==> config.mk <==
export PLATFORM = sky130hd
export DESIGN_NAME = uiso_port_ctrl
export DESIGN_NICKNAME = d
export VERILOG_FILES = /design/src/uiso_sync.v /design/src/uiso_port_ctrl.v
export VERILOG_INCLUDE_DIRS = /design/src /design/src/src
export SDC_FILE = /design/constraint.sdc
export NUM_CORES = 1
export LEC_CHECK = 0
export BUFFER_PORTS_ARGS = -buffer_cell sky130_fd_sc_hd__buf_4
export CELL_PAD_IN_SITES_DETAIL_PLACEMENT = 0
export CELL_PAD_IN_SITES_GLOBAL_PLACEMENT = 1
export CORE_MARGIN = 2
export CORE_UTILIZATION = 35
export DETAILED_ROUTE_END_ITERATION = 6
export PLACE_DENSITY_LB_ADDON = 0.1
export RECOVER_POWER = 25
export SETUP_SLACK_MARGIN = 0.4
export SLEW_MARGIN = 20
export SYNTH_ARGS = -nofsm -noshare
export SYNTH_HDL_FRONTEND = slang
export SYNTH_SLANG_ARGS = --single-unit
export TNS_END_PERCENT = 5
==> constraint.sdc <==
create_clock -name clk_i -period 4 [get_ports clk_i]
set_input_delay 0.2 -clock clk_i [delete_from_list [all_inputs] [get_ports clk_i]]
set_output_delay 0.2 -clock clk_i [all_outputs]
set_load 0.02 [all_outputs]
==> src/uiso_defines.vh <==
`ifndef UISO_DEFINES_VH
`define UISO_DEFINES_VH
// bit periods at 50 MHz: full speed 12 Mbps, low speed 1.5 Mbps (rounded down)
`define UISO_CLK_HZ 50000000
`define UISO_FS_BPS 12000000
`define UISO_LS_BPS 1500000
`define UISO_FS_BIT_CYC (`UISO_CLK_HZ / `UISO_FS_BPS)
`define UISO_LS_BIT_CYC (`UISO_CLK_HZ / `UISO_LS_BPS)
`define UISO_LOSS_BITS 32
`define UISO_CNT_W 11
`define UISO_STRAP_EDGE 2'h2
`endif

==> src/uiso_sync.v <==
`timescale 1ns/1ps
module uiso_sync #(
  parameter W = 1
) (
  input wire clk_i,
  input wire arst_n_i,
  input wire [W-1:0] d_i,
  output wire [W-1:0] q_o
);
  reg [W-1:0] s1_q;
  reg [W-1:0] s2_q;
  always @(posedge clk_i or negedge arst_n_i) begin
    if (!arst_n_i) begin
      s1_q <= {W{1'b0}};
      s2_q <= {W{1'b0}};
    end else begin
      s1_q <= d_i;
      s2_q <= s1_q;
    end
  end
  assign q_o = s2_q;
endmodule // uiso_sync

==> src/uiso_port_ctrl.v <==
// Overview of operation
// - the upstream pull-up power follows the upstream pull-up enable input.
// - with pull-up enable low the upstream lines float and the cable sees a disconnect at any speed.
// - downstream speed select high picks full-speed slew, timing and logic; it must be driven definitely.
// - both selects high with both sides powered gives full-speed convention on both ports.
// - both selects low with both sides powered gives low-speed convention on both ports.
// - upstream power loss floats the downstream data drivers within 32 bit times.
// - the downstream side comes up with its data drivers floating.
// - downstream power loss drops the upstream pull-up and data drivers within 32 bit times.
// - upstream speed select high picks full-speed slew, timing and logic; it must be driven definitely.
// - the pull-down strap is sampled on leaving reset; low removes the downstream pull-downs.
`timescale 1ns/1ps
`include "uiso_defines.vh"
module uiso_port_ctrl #(
  parameter LOSS_BITS = `UISO_LOSS_BITS
) (
  input wire clk_i,
  input wire arst_n_i,
  input wire upstream_speed_select_i,
  input wire downstream_speed_select_i,
  input wire upstream_pullup_enable_i,
  input wire pulldown_strap_i,
  input wire side1_powered_i,
  input wire side2_supply_i,
  input wire up_drive_req_i,
  input wire dn_drive_req_i,
  output reg upstream_pullup_on_o,
  output reg upstream_drv_en_o,
  output reg downstream_drv_en_o,
  output reg downstream_pulldown_on_o,
  output reg upstream_full_speed_o,
  output reg downstream_full_speed_o,
  output reg speed_mismatch_o,
  output reg link_active_o
);
  localparam integer FS_INT = `UISO_FS_BIT_CYC;
  localparam integer LS_INT = `UISO_LS_BIT_CYC;
  localparam [`UISO_CNT_W-1:0] FS_CYC = FS_INT[`UISO_CNT_W-1:0];
  localparam [`UISO_CNT_W-1:0] LS_CYC = LS_INT[`UISO_CNT_W-1:0];
  localparam [5:0] LOSS_MAX = LOSS_BITS[5:0];

  wire spu_s;
  wire spd_s;
  wire pin_s;
  wire strap_s;
  wire p1_s;
  wire p2_s;
  uiso_sync #(.W(6)) u_sync (
    .clk_i(clk_i),
    .arst_n_i(arst_n_i),
    .d_i({upstream_speed_select_i, downstream_speed_select_i, upstream_pullup_enable_i,
          pulldown_strap_i, side1_powered_i, side2_supply_i}),
    .q_o({spu_s, spd_s, pin_s, strap_s, p1_s, p2_s})
  );

  reg strap_done_q;
  reg strap_q;
  reg [1:0] strap_cnt_q;
  reg [`UISO_CNT_W-1:0] bit_cnt_q;
  reg [5:0] up_loss_q;
  reg [5:0] dn_loss_q;
  reg up_gone_q;
  reg dn_gone_q;
  reg bit_tick;
  reg [`UISO_CNT_W-1:0] bit_len;

  always @* begin
    bit_len = spd_s ? FS_CYC : LS_CYC;
    bit_tick = (bit_cnt_q == bit_len - 1'b1);
  end

  // synchroniser resets low, so wait until it carries the pin level
  always @(posedge clk_i or negedge arst_n_i) begin
    if (!arst_n_i) begin
      strap_cnt_q <= 2'h0;
      strap_done_q <= 1'b0;
      strap_q <= 1'b1;
    end else if (!strap_done_q) begin
      if (strap_cnt_q == `UISO_STRAP_EDGE) begin
        strap_done_q <= 1'b1;
        strap_q <= strap_s;
      end else begin
        strap_cnt_q <= strap_cnt_q + 2'h1;
      end
    end
  end

  always @(posedge clk_i or negedge arst_n_i) begin
    if (!arst_n_i) begin
      bit_cnt_q <= {`UISO_CNT_W{1'b0}};
    end else if (bit_tick || bit_cnt_q >= bit_len) begin
      bit_cnt_q <= {`UISO_CNT_W{1'b0}};
    end else begin
      bit_cnt_q <= bit_cnt_q + 1'b1;
    end
  end

  // loss counters: sync delay eats two cycles, well within one bit time
  always @(posedge clk_i or negedge arst_n_i) begin
    if (!arst_n_i) begin
      up_loss_q <= 6'h00;
      dn_loss_q <= 6'h00;
      up_gone_q <= 1'b1;
      dn_gone_q <= 1'b1;
    end else begin
      if (p1_s) begin
        up_loss_q <= 6'h00;
        up_gone_q <= 1'b0;
      end else if (!up_gone_q && bit_tick) begin
        if (up_loss_q >= LOSS_MAX - 6'h02) begin
          up_gone_q <= 1'b1;
        end
        up_loss_q <= up_loss_q + 6'h01;
      end
      if (p2_s) begin
        dn_loss_q <= 6'h00;
        dn_gone_q <= 1'b0;
      end else if (!dn_gone_q && bit_tick) begin
        if (dn_loss_q >= LOSS_MAX - 6'h02) begin
          dn_gone_q <= 1'b1;
        end
        dn_loss_q <= dn_loss_q + 6'h01;
      end
    end
  end

  wire both_up = !up_gone_q && !dn_gone_q;

  always @(posedge clk_i or negedge arst_n_i) begin
    if (!arst_n_i) begin
      upstream_pullup_on_o <= 1'b0;
      upstream_drv_en_o <= 1'b0;
      downstream_drv_en_o <= 1'b0;
      downstream_pulldown_on_o <= 1'b1;
      upstream_full_speed_o <= 1'b0;
      downstream_full_speed_o <= 1'b0;
      speed_mismatch_o <= 1'b0;
      link_active_o <= 1'b0;
    end else begin
      upstream_pullup_on_o <= pin_s && !dn_gone_q;
      upstream_drv_en_o <= pin_s && both_up && up_drive_req_i;
      downstream_drv_en_o <= both_up && strap_done_q && dn_drive_req_i;
      downstream_pulldown_on_o <= strap_q;
      upstream_full_speed_o <= spu_s;
      downstream_full_speed_o <= spd_s;
      speed_mismatch_o <= spu_s ^ spd_s;
      link_active_o <= both_up && pin_s;
    end
  end
endmodule // uiso_port_ctrl

==> flow_summary.yaml <==
cts:
  htreeDepth: 2
  cts_tree: "yes"
  clockBufferDepth: 2
  insertion_delay_ns: 0.30
  cts_sinks: 49
  cts_root_buf: "clkbuf_8"
  cts_buffers: 5
  postCtsSetupRepairBufs: 0
  path_clk_slew_ns: 0.10
power_and_ir_drop:
  power_density_nw_per_um2: 369.7
  p_switching_uw: 214.0
  power_uw: 876.1
  clockPowerShare_pct: 35.2
  intPower_uw: 662.1
  p_seq_share_pct: 59.0
  switching_share_pct: 24.43
  leakage_nw: 1.041
  p_comb_share_pct: 5.8
  ir_worst_vdd_mv: 0.1685
drt:
  wl_mm: 3.705
  post_drt_wl_per_cell_um: 13.88
  vias: 1315
  met3_length_um: 107
  top_layer_used: "met4"
  drc: 0
  first_iter_violations: 54
  drtPass1Iterations: 4
  ant_nets: 0
  wl_met2_mm: 1.897
  met1_length_mm: 1.645
  vias_per_cell: 4.925
timing:
  setup_slack_ns: 1.207
  min_period_ns: 2.793
  fmax_mhz: 358.1
  slew_headroom_pct: -73.34
  drv_slew: 50
  fin_tns_setup_ns: 0
  hold_viol_final: 0
  finalClockSkew_ns: 0.01060
  worst_pin_slew_ns: 2.600
  setup_viol: 0
  min_period_over_period_pct: 69.82
  rsz0062_at_grt: "false"
grt:
  grt_antenna_before_repair: 0
  track_usage_pct: 13.02
  grt_pass1_wl_mm: 6.230
  grt_pass1_vias: 1356
  grt_max_degree: 50
  grt_overflow: 0
floorplanning:
  start_util_pct: 36.22
  core-area_um2: 5507
  die_w_um: 79.49
  io_pins: 18
  die_area_um2: 6318
  row_count: 27
  die_y_um: 79.49
placement:
  dpl.hpwl_mm: 2.519
  portBuffers: 17
  place_ws_ns: 1.215
  routabilityCongestion: 0.6690
  dpl_cell_area_um2: 2206
synth:
  synth.distinct_cells: 36
  synth_area_um2: 1994
  synthSimpleGateAreaFrac_pct: 15.75
  ys_seq_area_share_pct: 61.73
  synth_top_area_share_pct: 56.46
  synth_area_per_cell_um2: 12.16
  syn_inst: 164
  synth_top_family_by_area: "simple AND/OR/NAND/NOR gates"
  synthArstFlopShare_pct: 100.0
  synth_compound_area_share_pct: 9.097
  netlist_top_cells_count: "45 x dfrtp_1, 11 x a21oi_1, 11 x nor2_1"
  yosysMostFrequentCell: "dfrtp_1"
  synthAdderAreaFrac_pct: 5.646
  synthFlopType: "dfrtp_1"
  synth.area.top_cells: "dfrtp_1 56%, ha_1 5.6%, dfstp_2 5.3%"
  synth_seq_cells: 49
  ys_warn_count: 0
  synth_edf_count: 0
  synth_mux_area_share_pct: 1.066
  synth_xor_area_share_pct: 3.952
  synth_largest_area_cell: "dfrtp_1"
cells_and_area:
  syn_to_final_growth_pct: 18.82
  final_util_pct: 43.04
  final_cell_area_um2: 2370
  antenna_cells: 0
  layout-drive-gt1-share_pct: 16.92
  finalNetCount: 213
status:
  status: "complete, but fails checks"
  violations: "max-capacitance violations, max-slew violations"
critical_path:
  cp-end-kind: "flop"
  cp-start-kind: "flop"
  path_class: "reg2reg"
  reg2regPathDepth: 6
  path_max_fanout: 19
  arrival_ns: 3.02
  worstPathRequired_ns: 4.23
worst_hold_path:
  holdCritPathClass: "in2reg"
  holdPathStages: 3
run:
  cap_violations: 1
-- worst max-delay path, stage by stage (launching register included) --
cell and delay [ns]:
dfrtp_1 0.44, inv_1 0.09, ha_1 0.31, or3b_1 0.40, or4_1 0.70, or4_1 0.60, a21oi_1 0.17
-- through the flow --
step	instances	hold slack, ns
after floorplan	167	-0.09559
after global placement	252	0.2463
after detailed placement	252	0.2630
after CTS	266	0.001392
after global routing	267	0.1071
final	267	0.1200
-- what timing repair did --
action / CTS / global route
endpoints found under the setup margin: 0 / 0
hold endpoints to repair: 50 / 1
gates resized for setup: 0 / 0
hold buffers: 6 / 1
-- sequential cells by signal, indices dropped and copies added (netlist names) --
| signal | cells |
|---|---|
| u_sync.s1_q | 6 |
| link_active_o | 1 |
| bit_cnt_q | 11 |
| upstream_drv_en_o | 1 |
| dn_loss_q | 6 |
| strap_done_q | 1 |
| downstream_drv_en_o | 1 |
| strap_cnt_q | 2 |
| speed_mismatch_o | 1 |
| u_sync.q_o | 6 |
| up_loss_q | 6 |
| up_gone_q | 1 |
| downstream_full_speed_o | 1 |
| strap_q | 1 |
| upstream_full_speed_o | 1 |
| dn_gone_q | 1 |
| downstream_pulldown_on_o | 1 |
| upstream_pullup_on_o | 1 |
-- cells by family after synthesis --
kind of cell | count (synthesis)
and+or+nand+nor | 53
buffers and inverters | 13
AOI/OAI and AO/OA | 28
muxes | 2
adders and majority gates | 9
other | 1
xor gates and xnor gates | 9
DFF | 49
-- power by group through the flow --
| stage | clock network, mW | logic (mW) | registers [mW] |
|---|---|---|---|
| after global routing | 0.350 | 0.0565 | 0.519 |
| after floorplan | 0 | 0.0139 | 0.531 |
| final | 0.308 | 0.0507 | 0.517 |
| after detailed placement | 0 | 0.0472 | 0.527 |
| after global placement | 0 | 0.0455 | 0.526 |
| after CTS | 0.322 | 0.0519 | 0.517 |
-- layer usage --
| metal | track usage (%) | vias up |
|---|---|---|
| li1 | - | 643 |
| met1 | 16.65 | 642 |
| met5 | 0 | - |
| met4 | 5.345 | 0 |
| met3 | 3.054 | 6 |
| met2 | 21.18 | 24 |
-- worst paths after layout --
path,start,to,slack [ns]
max in group asynchronous,arst_n_i,bit_cnt_q[10],1.29
min in group asynchronous,arst_n_i,up_loss_q[4],1.25
max,u_sync.q_o[4],up_loss_q[5],1.21
max reg2reg,u_sync.q_o[4],up_loss_q[5],1.21
min reg2reg,u_sync.s1_q[0],u_sync.q_o[0],0.36
min,dn_drive_req_i,downstream_drv_en_o,0.12
-- final cells by class --
type | count | area, um2
Clock inverter | 3 | 28.78
Inverter | 9 | 33.78
Timing Repair Buffer | 24 | 193.9
Fill cell | 527 | 3137
Clock buffer | 5 | 68.82
Multi-Input combinational cell | 105 | 723.2
Tap cell | 72 | 90.09
Sequential cell | 49 | 1231
-- layout by cell type (no fill, tap or decap), drive strengths merged, types with 7 or more instances in the layout --
cell	n
inv	11
a21oi	11
o31ai	8
dfrtp	45
buf	10
nor2	11
or4	11
nand3	7
ha	9
clkbuf	12
dlygate4sd3	7
No activity file was read; power rests on OpenSTA's default activity.
